[config.mk]
export PLATFORM = sky130hd
export DESIGN_NAME = atbs_sequencer_flat
export DESIGN_NICKNAME = d
export VERILOG_FILES = /design/src/include/atbs_pkg.sv /design/src/include/atbs_link_if.sv /design/src/verilog/atbs_sequencer.sv /design/src/flat_wrapper.sv
export SDC_FILE = /design/constraint.sdc
export NUM_CORES = 1
export LEC_CHECK = 0
export ABC_CLOCK_PERIOD_IN_PS = 2800
export BUFFER_PORTS_ARGS = -buffer_cell sky130_fd_sc_hd__buf_2
export CAP_MARGIN = 10
export CORE_MARGIN = 2
export CORE_UTILIZATION = 40
export DETAILED_ROUTE_END_ITERATION = 7
export HOLD_SLACK_MARGIN = 0.12
export PLACE_DENSITY = 0.69
export SYNTH_ARGS = -nofsm -noshare
export SYNTH_HDL_FRONTEND = slang
export SYNTH_SLANG_ARGS = --single-unit
[constraint.sdc]
create_clock -name clk_sys -period 2.8 [get_ports clk_sys]
set_input_delay 0.56 -clock clk_sys [delete_from_list [all_inputs] [get_ports clk_sys]]
set_output_delay 0.56 -clock clk_sys [all_outputs]
set_load 0.03 [all_outputs]
[src/include/atbs_pkg.sv]
// Contract
// RQ1 - arm configured: triggers ignored until armed
// RQ2 - no arm: search trigger from start
// RQ3 - disarm match returns to arm search
// RQ4 - disarm only allowed with arm configured
// RQ5 - delay and disarm together are rejected
// RQ6 - instruction delay counts instructions after trigger
// RQ7 - match_count_delay delay counts trigger matches
// RQ8 - count starts first trigger, fires at value
// RQ9 - delay count must be positive
// RQ10 - shared arm arms every enabled unit
// RQ11 - shared disarm disarms every enabled unit
// RQ12 - disabled units ignore shared actions
// RQ13 - only one unit drives shared arming
// RQ14 - shared trace excludes shared actions
// RQ15 - break effect halts emulation
// RQ16 - too many comparators flags error
// RQ17 - after firing, idle until reload; the code also restarts on emul_start without a reload
package atbs_pkg;
	localparam int CNT_W = 16;
	localparam int CMP_W = 4;
	localparam logic [CMP_W-1:0] CMP_AVAIL = 4'h4;
	localparam logic [CNT_W-1:0] CNT_RST = 16'h0000;
	localparam logic [CNT_W-1:0] CNT_ONE = 16'h0001;

	typedef enum logic [1:0] {
		ATBS_DLY_NONE = 2'h0,
		ATBS_DLY_INSN = 2'h1,
		ATBS_DLY_OCC = 2'h2
	} atbs_dly_t;

	typedef enum logic [1:0] {
		ATBS_FX_BREAK = 2'h0,
		ATBS_FX_TRIG = 2'h1,
		ATBS_FX_ARM = 2'h2,
		ATBS_FX_DARM = 2'h3
	} atbs_fx_t;

	// gray path: idle -> arm search -> trigger search -> delay -> done
	typedef enum logic [2:0] {
		ATBS_ST_IDLE = 3'h0,
		ATBS_ST_ARMW = 3'h1,
		ATBS_ST_TRGW = 3'h3,
		ATBS_ST_DLY = 3'h2,
		ATBS_ST_DONE = 3'h6,
		ATBS_ST_ERR = 3'h7
	} atbs_st_t;
endpackage

[src/include/atbs_link_if.sv]
`timescale 1ns/1ps
`default_nettype none
interface atbs_link_if;
	logic arm_match;
	logic disarm_match;
	logic trig_match;
	logic insn_done;
	logic shared_trigger_line;
	logic shared_arm_action;
	logic shared_disarm_action;
	logic halt_emul;

	modport seq (
		input arm_match, disarm_match, trig_match, insn_done,
		output shared_trigger_line, shared_arm_action, shared_disarm_action, halt_emul
	);
	modport unit (
		output arm_match, disarm_match, trig_match, insn_done,
		input shared_trigger_line, shared_arm_action, shared_disarm_action, halt_emul
	);
endinterface
`default_nettype wire

[src/verilog/atbs_sequencer.sv]
`timescale 1ns/1ps
`default_nettype none
module atbs_sequencer
	import atbs_pkg::*;
(
	// clock and reset
	input wire logic clk_sys,
	input wire logic reset_n,
	// configuration from the probe software
	input wire logic emul_start,
	input wire logic cfg_load,
	input wire logic cfg_arm_en,
	input wire logic cfg_disarm_en,
	input wire atbs_dly_t cfg_dly_mode,
	input wire atbs_fx_t cfg_effect,
	input wire logic [CNT_W-1:0] cfg_count,
	input wire logic [CMP_W-1:0] cfg_cmp_need,
	input wire logic cfg_shared_trace,
	// status
	output logic cfg_error,
	output logic seq_armed,
	output logic seq_fired,
	// link
	atbs_link_if.seq link
);
	// state and counting
	atbs_st_t st_r;
	logic [CNT_W-1:0] cnt_r;
	logic [CNT_W-1:0] cnt_inc;
	logic cnt_hit;
	logic cnt_ev;
	// setup kept from the last restart
	logic dis_en_r;
	atbs_dly_t dly_r;
	atbs_fx_t fx_r;
	logic [CNT_W-1:0] count_r;
	// setup checks
	logic restart;
	logic bad_dis_alone;
	logic bad_dis_dly;
	logic bad_mode;
	logic bad_count;
	logic bad_trace;
	logic bad_cmp;
	logic bad_cfg;
	// effect side
	logic fire;
	logic err_r;
	logic fired_r;
	logic armed_r;
	logic halt_r;
	logic trg_r;
	logic sarm_r;
	logic sdarm_r;

	assign restart = emul_start || cfg_load;

	// a bad setup is refused as a whole rather than half run
	assign bad_dis_alone = cfg_disarm_en && !cfg_arm_en; // RQ4
	assign bad_dis_dly = cfg_disarm_en && cfg_dly_mode != ATBS_DLY_NONE; // RQ5
	// the spare mode code has no meaning, so it is refused as well
	assign bad_mode = cfg_dly_mode != ATBS_DLY_NONE && cfg_dly_mode != ATBS_DLY_INSN
		&& cfg_dly_mode != ATBS_DLY_OCC;
	assign bad_count = cfg_dly_mode != ATBS_DLY_NONE && cfg_count == CNT_RST; // RQ9
	assign bad_trace = cfg_shared_trace && cfg_effect != ATBS_FX_BREAK; // RQ14
	assign bad_cmp = cfg_cmp_need > CMP_AVAIL; // RQ16
	assign bad_cfg = bad_dis_alone || bad_dis_dly || bad_mode || bad_count || bad_trace || bad_cmp;

	// the run works from a copy taken at restart, so a late change of the
	// setup lines cannot bend a run that is already under way
	always_ff @(posedge clk_sys or negedge reset_n) begin
		if (!reset_n) begin
			dis_en_r <= 1'b0;
			dly_r <= ATBS_DLY_NONE;
			fx_r <= ATBS_FX_BREAK;
			count_r <= CNT_RST;
		end else if (restart) begin
			dis_en_r <= cfg_disarm_en;
			dly_r <= cfg_dly_mode;
			fx_r <= cfg_effect;
			count_r <= cfg_count;
		end
	end

	// count of events once the current one is taken in
	assign cnt_inc = CNT_W'(cnt_r + CNT_ONE);
	assign cnt_hit = cnt_inc == count_r;

	// the event that the delay counts in its mode
	always_comb begin
		cnt_ev = 1'b0;
		case (dly_r)
			ATBS_DLY_INSN: cnt_ev = link.insn_done; // RQ6
			ATBS_DLY_OCC: cnt_ev = link.trig_match; // RQ7
			default: cnt_ev = 1'b0;
		endcase
	end

	// fire decision for this cycle
	always_comb begin
		fire = 1'b0;
		case (st_r)
			ATBS_ST_TRGW: begin
				if (link.trig_match) begin
					fire = (dly_r == ATBS_DLY_NONE)
						|| (dly_r == ATBS_DLY_OCC && count_r == CNT_ONE); // RQ8
				end
			end
			ATBS_ST_DLY: begin
				fire = cnt_ev && cnt_hit; // RQ8
			end
			default: fire = 1'b0;
		endcase
	end

	always_ff @(posedge clk_sys or negedge reset_n) begin
		if (!reset_n) begin
			st_r <= ATBS_ST_IDLE;
		end else if (restart) begin
			if (bad_cfg)
				st_r <= ATBS_ST_ERR; // RQ16
			else if (cfg_arm_en)
				st_r <= ATBS_ST_ARMW; // RQ1
			else
				st_r <= ATBS_ST_TRGW; // RQ2
		end else begin
			case (st_r)
				ATBS_ST_ARMW: begin
					if (link.arm_match)
						st_r <= ATBS_ST_TRGW; // RQ1
				end
				ATBS_ST_TRGW: begin
					if (fire)
						st_r <= ATBS_ST_DONE; // RQ17
					else if (dis_en_r && link.disarm_match)
						st_r <= ATBS_ST_ARMW; // RQ3
					else if (link.trig_match && dly_r != ATBS_DLY_NONE)
						st_r <= ATBS_ST_DLY; // RQ8
				end
				ATBS_ST_DLY: begin
					if (fire)
						st_r <= ATBS_ST_DONE; // RQ17
				end
				// idle, done and error wait for the next restart
				ATBS_ST_IDLE: st_r <= ATBS_ST_IDLE;
				ATBS_ST_DONE: st_r <= ATBS_ST_DONE; // RQ17
				ATBS_ST_ERR: st_r <= ATBS_ST_ERR; // RQ16
				default: st_r <= ATBS_ST_IDLE;
			endcase
		end
	end

	// counter holds how many events are already counted
	always_ff @(posedge clk_sys or negedge reset_n) begin
		if (!reset_n) begin
			cnt_r <= CNT_RST;
		end else if (restart) begin
			cnt_r <= CNT_RST;
		end else if (st_r == ATBS_ST_TRGW && link.trig_match) begin
			cnt_r <= (dly_r == ATBS_DLY_OCC) ? CNT_ONE : CNT_RST; // RQ8
		end else if (st_r == ATBS_ST_DLY && cnt_ev) begin
			cnt_r <= cnt_inc; // RQ6 RQ7
		end
	end

	// effect pulses, one cycle each
	always_ff @(posedge clk_sys or negedge reset_n) begin
		if (!reset_n) begin
			halt_r <= 1'b0;
			trg_r <= 1'b0;
			sarm_r <= 1'b0;
			sdarm_r <= 1'b0;
		end else begin
			halt_r <= fire && fx_r == ATBS_FX_BREAK; // RQ15
			trg_r <= fire && fx_r == ATBS_FX_TRIG;
			sarm_r <= fire && fx_r == ATBS_FX_ARM; // RQ10
			sdarm_r <= fire && fx_r == ATBS_FX_DARM; // RQ11
		end
	end

	always_ff @(posedge clk_sys or negedge reset_n) begin
		if (!reset_n) begin
			err_r <= 1'b0;
			fired_r <= 1'b0;
		end else if (restart) begin
			err_r <= bad_cfg;
			fired_r <= 1'b0;
		end else if (fire) begin
			fired_r <= 1'b1;
		end
	end

	always_ff @(posedge clk_sys or negedge reset_n) begin
		if (!reset_n)
			armed_r <= 1'b0;
		else
			armed_r <= (st_r == ATBS_ST_TRGW) || (st_r == ATBS_ST_DLY);
	end

	assign cfg_error = err_r;
	assign seq_fired = fired_r;
	assign seq_armed = armed_r;
	assign link.halt_emul = halt_r;
	assign link.shared_trigger_line = trg_r;
	assign link.shared_arm_action = sarm_r;
	assign link.shared_disarm_action = sdarm_r;
endmodule
`default_nettype wire

[src/flat_wrapper.sv]
// flat-port wrapper written by rule: the top's interface ports become plain ports
module atbs_sequencer_flat import atbs_pkg::*;
  (clk_sys, reset_n, emul_start, cfg_load, cfg_arm_en, cfg_disarm_en, cfg_dly_mode, cfg_effect, cfg_count, cfg_cmp_need, cfg_shared_trace, cfg_error, seq_armed, seq_fired, link_arm_match, link_disarm_match, link_trig_match, link_insn_done, link_shared_trigger_line, link_shared_arm_action, link_shared_disarm_action, link_halt_emul);
  atbs_link_if link_i ();
  input wire logic clk_sys;
  input wire logic reset_n;
  input wire logic emul_start;
  input wire logic cfg_load;
  input wire logic cfg_arm_en;
  input wire logic cfg_disarm_en;
  input wire atbs_dly_t cfg_dly_mode;
  input wire atbs_fx_t cfg_effect;
  input wire logic [CNT_W-1:0] cfg_count;
  input wire logic [CMP_W-1:0] cfg_cmp_need;
  input wire logic cfg_shared_trace;
  output logic cfg_error;
  output logic seq_armed;
  output logic seq_fired;
  input wire logic [$bits(link_i.arm_match)-1:0] link_arm_match;
  input wire logic [$bits(link_i.disarm_match)-1:0] link_disarm_match;
  input wire logic [$bits(link_i.trig_match)-1:0] link_trig_match;
  input wire logic [$bits(link_i.insn_done)-1:0] link_insn_done;
  output wire logic [$bits(link_i.shared_trigger_line)-1:0] link_shared_trigger_line;
  output wire logic [$bits(link_i.shared_arm_action)-1:0] link_shared_arm_action;
  output wire logic [$bits(link_i.shared_disarm_action)-1:0] link_shared_disarm_action;
  output wire logic [$bits(link_i.halt_emul)-1:0] link_halt_emul;
  assign link_i.arm_match = link_arm_match;
  assign link_i.disarm_match = link_disarm_match;
  assign link_i.trig_match = link_trig_match;
  assign link_i.insn_done = link_insn_done;
  assign link_shared_trigger_line = link_i.shared_trigger_line;
  assign link_shared_arm_action = link_i.shared_arm_action;
  assign link_shared_disarm_action = link_i.shared_disarm_action;
  assign link_halt_emul = link_i.halt_emul;
  atbs_sequencer u_core (.clk_sys(clk_sys), .reset_n(reset_n), .emul_start(emul_start), .cfg_load(cfg_load), .cfg_arm_en(cfg_arm_en), .cfg_disarm_en(cfg_disarm_en), .cfg_dly_mode(cfg_dly_mode), .cfg_effect(cfg_effect), .cfg_count(cfg_count), .cfg_cmp_need(cfg_cmp_need), .cfg_shared_trace(cfg_shared_trace), .cfg_error(cfg_error), .seq_armed(seq_armed), .seq_fired(seq_fired), .link(link_i));
endmodule
### Word level (Yosys, flattened, before mapping)

Index checks and enable logic that the tools add are counted.

* bits in registers: 47
* output and inout bits: 7
* logic and storage cells: 84

* add/subtract/negate cells: 1
* magnitude comparators: 1
* equality and inequality tests: 17
* multiplexer cells: 18
* reductions and logical operators: 34

Operator list (number)
* 2-to-1 mux 16 bit: 3
* 2-to-1 mux 3 bit: 7
* adder 16 x 1 -> 16 bit (second input constant): 1
* == test 16 x 1 -> 1 bit (second input constant): 1
* == test 16 bit: 1
* logical AND 1 bit: 16
* zero test 16 bit: 1
* one-hot mux 3 bit (5 select lines): 1
* logical OR 1 bit: 8
* nonzero test 2 bit: 4
* == test 2 bit (second input constant): 3
* == test 3 x 2 -> 1 bit (second input constant): 2
* == test 3 bit (second input constant): 2
* != test 5 x 1 -> 1 bit (second input constant): 1
* == test 2 x 1 -> 1 bit (second input constant): 2
* > comparator 4 x 3 -> 1 bit (second input constant): 1
* zero test 2 bit: 2
* 2-to-1 mux 1 bit: 4
* one-hot mux 1 bit (2 select lines): 2
* == test 3 x 1 -> 1 bit (second input constant): 1
* != test 3 x 1 -> 1 bit (second input constant): 1
* != test 3 x 2 -> 1 bit (second input constant): 1
* AND reduction 3 bit: 1
* nonzero test 3 bit: 1
* 4 further kinds: 4

### Longest topological paths before layout

* depth in word-level cells: 9
* gate-level depth with buffers: 9
* mapped depth without buffers: 8

### Least setup slack after synthesis

Ideal clock, no wire load.

* kind: reg-to-reg
* start: register u_core.cnt_r[1]
* end: register u_core.halt_r (netlist: u_core.link.halt_emul)
* arrival: 2.198 ns
* slack: 0.515 ns
* stages on the path, launching flop included: 9
* clock period less this slack: 2.285 ns
* path through: dfrtp_1 ha_1 and3_1 buf_4 nand2_4 or3_4 a2111oi_4 o2111ai_2 a211oi_2

* word-level cells in the longest chain between the ends: 5

Ends and longest elaborated chain
* from (decl): RTL line atbs_sequencer.sv:28 `logic [CNT_W-1:0] cnt_r;`
* from (signal assigned): RTL line atbs_sequencer.sv:160 `cnt_r <= (dly_r == ATBS_DLY_OCC) ? CNT_ONE : CNT_RST;`
* from (signal assigned): RTL line atbs_sequencer.sv:162 `cnt_r <= cnt_inc;`
* adder 16 x 1 -> 16 bit: RTL line atbs_sequencer.sv:86 `assign cnt_inc = CNT_W'(cnt_r + CNT_ONE);`
* == test 16 bit: RTL line atbs_sequencer.sv:87 `assign cnt_hit = cnt_inc == count_r;`
* logical AND 1 bit: RTL line atbs_sequencer.sv:110 `fire = cnt_ev && cnt_hit;`
* one-hot mux 1 bit (2 select lines): RTL line atbs_sequencer.sv:102 `case (st_r)`
* logical AND 1 bit: RTL line atbs_sequencer.sv:174 `halt_r <= fire && fx_r == ATBS_FX_BREAK;`
* to (signal assigned): RTL line atbs_sequencer.sv:169 `halt_r <= 1'b0;`
* to (signal assigned): RTL line atbs_sequencer.sv:174
* to (decl): RTL line atbs_sequencer.sv:51 `logic halt_r;`

No other way between the ends.
A chain may end at the register's enable or synchronous reset.

### Final worst setup path

* start: register u_core.cnt_r[0]
* end: register u_core.halt_r (netlist: u_core.link.halt_emul)

The elaborated chain is that of the path after synthesis.

==> metrics.md <==
| Metric | Value |
|---|---|
| Max FO, Critical Path | `8` |
| DR vias | `approximately 2.3k` |
| Layout cell share with drive strength beyond 1 | `18.39%` |
| WHS | `roughly 0.18 ns` |
| CTS tree | `yes` |
| Post-synth top area share | `a little over two fifths` |
| Final wirelength | `~6000 um` |
| Slew @ Worst Pin | `about 0.58 ns` |
| Register area share after synthesis | `42.82%` |
| Clk pwr share | `between 30% and 40%` |
| GRT Total Usage | `between 10% and 20%` |
| Setup slack, reg-to-reg | `0.16 ns` |
| Synthesized cell area | `2746 sq um` |
| ANT nets after route | `0` |
| Cell variety after synth | `between 40 and 50` |
| Final setup violation count | `0` |
| CTS buffer count | `5` |
| Worst-skew pair later-pin latency | `0.30 ns` |
| Pleak | `between 0.001 and 0.0015 uW` |
| Iteration-0 DRC Markers | `between 100 and 150` |
| Area growth, synth to finish | `11.98%` |
| Post-route clock period utilization | `around 94%` |
| Clock tree buffer depth | `2` |
| Worst Setup End Kind | `flop` |
| Worst vdd ir | `between 0.2 and 0.25 mV` |
| Grt ovf | `0` |
| Setup TNS | `0 ns` |
| Largest net degree at the start of global routing | `34` |
| Worst endpoint required time | `between 3 and 4 ns` |
| Final Net Count | `approximately 390` |
| Worst hold path type | `in2async` |
| Max-cap violations | `0` |
| Outcome | `complete, no violations` |
| Global placer's final weighted congestion | `just under 0.9` |
| Crit path DAT | `~2.9 ns` |
| Crit path kind | `reg2reg` |
| Yosys warnings | `0` |
| Syn nets | `352` |
| RSZ-0062 raised after global routing | `false` |
| Max Clock Skew | `0.007960 ns` |
| Reg2reg path depth | `7` |
| Slew Viols, Final | `0` |
| Critical path launch point type | `flop` |
| Min Tclk post-route | `approximately 2.6 ns` |
| First-pass GRT wire length | `between 10000 and 15000 um` |
| CTS sink cnt | `47` |
| Vias in the first global route | `~2.2k` |
| Switch Pwr | `between 300 and 400 uW` |
| Synth Register Bits | `between 40 and 50` |
| Diodes inserted | `0` |
| Switching part of the total | `27.77%` |
| IO Pins | `42` |
| Die H | `approximately 87 um` |
| Avg WL per Cell | `roughly 14 um` |
| Starting Density | `about two fifths` |
| R2r endpoint | `u_core.link.halt_emul$_DFF_PN0_` |
| Post-route DRC | `0` |
| FP Rows | `30` |
| Fmax | `roughly 380 MHz` |
| Avg Vias per Cell | `between 5 and 6` |
| Post-CTS setup buffers | `0` |
| H-tree levels | `2` |
| Synth top area cells | `dfrtp_1 43%, nand2_1 9.4%, xor2_1 5.1%` |
| Logic gate share of total power | `roughly an eighth` |
| Clock root buffer | `clkbuf_8` |
| Syn Area/Cell | `roughly 9 sq um` |
| Die X | `about 87 um` |
| Slew headroom | `around three fifths` |
| Die ar. | `approximately 7500 sq um` |
| Syn Inst Count | `between 300 and 400` |
| Area of the core | `around 6700 sq um` |
| P per Cell Area | `roughly 430 nW/um^2` |
| I/O Buffers | `41` |
| Worst-path clk slew | `roughly 0.09 ns` |
| Sequential group share of total power | `approximately 56%` |
| Antenna violations before repair | `0` |
| Reg2Reg Launch Point | `u_core.cnt_r[0]$_DFFE_PN0P_` |
| P_int | `about 950 uW` |
| HPWL after DPL | `~4500 um` |
| DR pass1 iterations | `4` |
| Final Hold Fails | `0` |
| Post-synth top area cell | `dfrtp_1` |
how the worst max path moves through the flow:
stage | start | end | slack, ns | cells after the start
2_1_floorplan | u_core.cnt_r[1]$_DFFE_PN0P_ | u_core.link.halt_emul$_DFF_PN0_ | 0.51 | 8
3_3_place_gp | u_core.cnt_r[0]$_DFFE_PN0P_ | u_core.link.halt_emul$_DFF_PN0_ | 0.26 | 7
3_5_place_dp | u_core.cnt_r[0]$_DFFE_PN0P_ | u_core.link.halt_emul$_DFF_PN0_ | 0.16 | 7
4_1_cts | u_core.cnt_r[0]$_DFFE_PN0P_ | u_core.link.halt_emul$_DFF_PN0_ | 0.09 | 7
5_1_grt | u_core.cnt_r[0]$_DFFE_PN0P_ | u_core.link.halt_emul$_DFF_PN0_ | 0.02 | 7
6_report | u_core.cnt_r[0]$_DFFE_PN0P_ | u_core.link.halt_emul$_DFF_PN0_ | 0.16 | 7
metrics by stage:
step	cell area [sq um]	instances	utilization, %	power [uW]	setup slack (ns)
finish	3075	428	45.77	1321	0.1612
floorplan	2746	313	-	849.1	0.5148
detailed placement	2987	420	44.45	924.3	0.1640
CTS	3074	428	45.75	1334	0.08617
global route	3075	428	45.77	1390	0.01942
global placement	2987	420	44.45	920.6	0.2601
sequential cells by signal, indices dropped and copies added, names as in the netlist, 2 cells and up:
name and flops:
u_core.cnt_r 16, u_core.dly_r 2, u_core.st_r 3, u_core.count_r 16
u_core.fx_r 2
critical path, cell delays in order, from the launching register on:
cell and delay [ns]:
dfrtp_1 0.50, ha_1 0.32, and3_2 0.30, nand2_4 0.08
or3_4 0.40, a2111oi_4 0.38, o2111ai_2 0.29, a211oi_2 0.28
cell usage after synthesis, drive strengths merged:
library cell	number
nor2	26
and4bb	1
nor4b	1
nand4b	1
mux2i	4
a211oi	4
dfrtp	47
or3	4
ha	4
xnor2	15
o21bai	1
nand4	7
buf	8
o21ai	16
a2bb2oi	1
nor3b	1
nor4	9
clkbuf	9
or2	1
a31oi	2
nand2	70
and4	4
xor2	16
a221o	1
and3	4
a21oi	12
nand3	11
o2111ai	2
a22oi	1
nor3	5
a31o	1
nor2b	6
o311a	1
nand2b	5
a21boi	1
o22ai	1
or4	2
a2111oi	2
inv	6
area by class of cell:
type	instances	area, sq um
fillers	648	3643
multi-input cells	243	1461
flip-flops and latches	47	1176
repair buffers	44	227.7
well taps	80	100.1
clock buffers	5	68.82
inverters	6	22.52
clock inverters	3	18.77
placed cells by master (no fill, tap or decap), types with 2 or more instances in the layout:
cell type / instances
mux2i_1: 4
or3_1: 3
clkinv_2: 2
nor4_1: 7
and4_1: 4
inv_1: 6
o21ai_0: 16
nor2b_1: 6
buf_4: 3
ha_1: 4
dfrtp_1: 47
nor2_1: 26
or4_1: 2
nor3_1: 5
a211oi_1: 3
and3_1: 3
xor2_1: 16
nand2_1: 69
clkbuf_8: 5
nand4_1: 7
buf_2: 41
a21oi_1: 12
a31oi_1: 2
nand3_1: 10
xnor2_1: 15
nor4_2: 2
nand2b_1: 5
power by group through the flow:
stage	Clock (uW)	Combinational, uW	Sequential, uW
global route	450	193	747
global placement	0	167	754
detailed placement	0	170	754
floorplan	0	100	749
finish	411	169	741
CTS	422	171	741
cells by family (layout without fill, tap and decap cells):
family | count (synthesis) | in the layout | share of synthesized area (%)
mux | 4 | 4 | 1.458
simple gates | 158 | 158 | 28.52
flops | 47 | 47 | 42.82
buf+inv | 23 | 58 | 4.009
xor+xnor | 31 | 31 | 9.886
fa+ha+maj | 4 | 4 | 1.822
compound gates | 46 | 46 | 11.48
what timing repair did:
| item | 4_1_cts | 5_1_grt |
|---|---|---|
| gates resized for setup | 0 | 1 |
| endpoints found under the setup margin | 0 | 1 |
| hold buffers | 0 | 0 |
| endpoints found under the hold margin | 0 | 0 |
layer usage:
layer  up-vias  GRT usage [%]  share of wire [%]  routed length [um]
met5         -              0                  0                   0
met4         0          6.250                1.7                 102
met3         8          3.507                3.8                 229
met2        49          25.88                 47                2811
met1      1043          24.30                 48                2849
li1       1150              -                  -                   -
No activity file was read; power rests on OpenSTA's default activity.
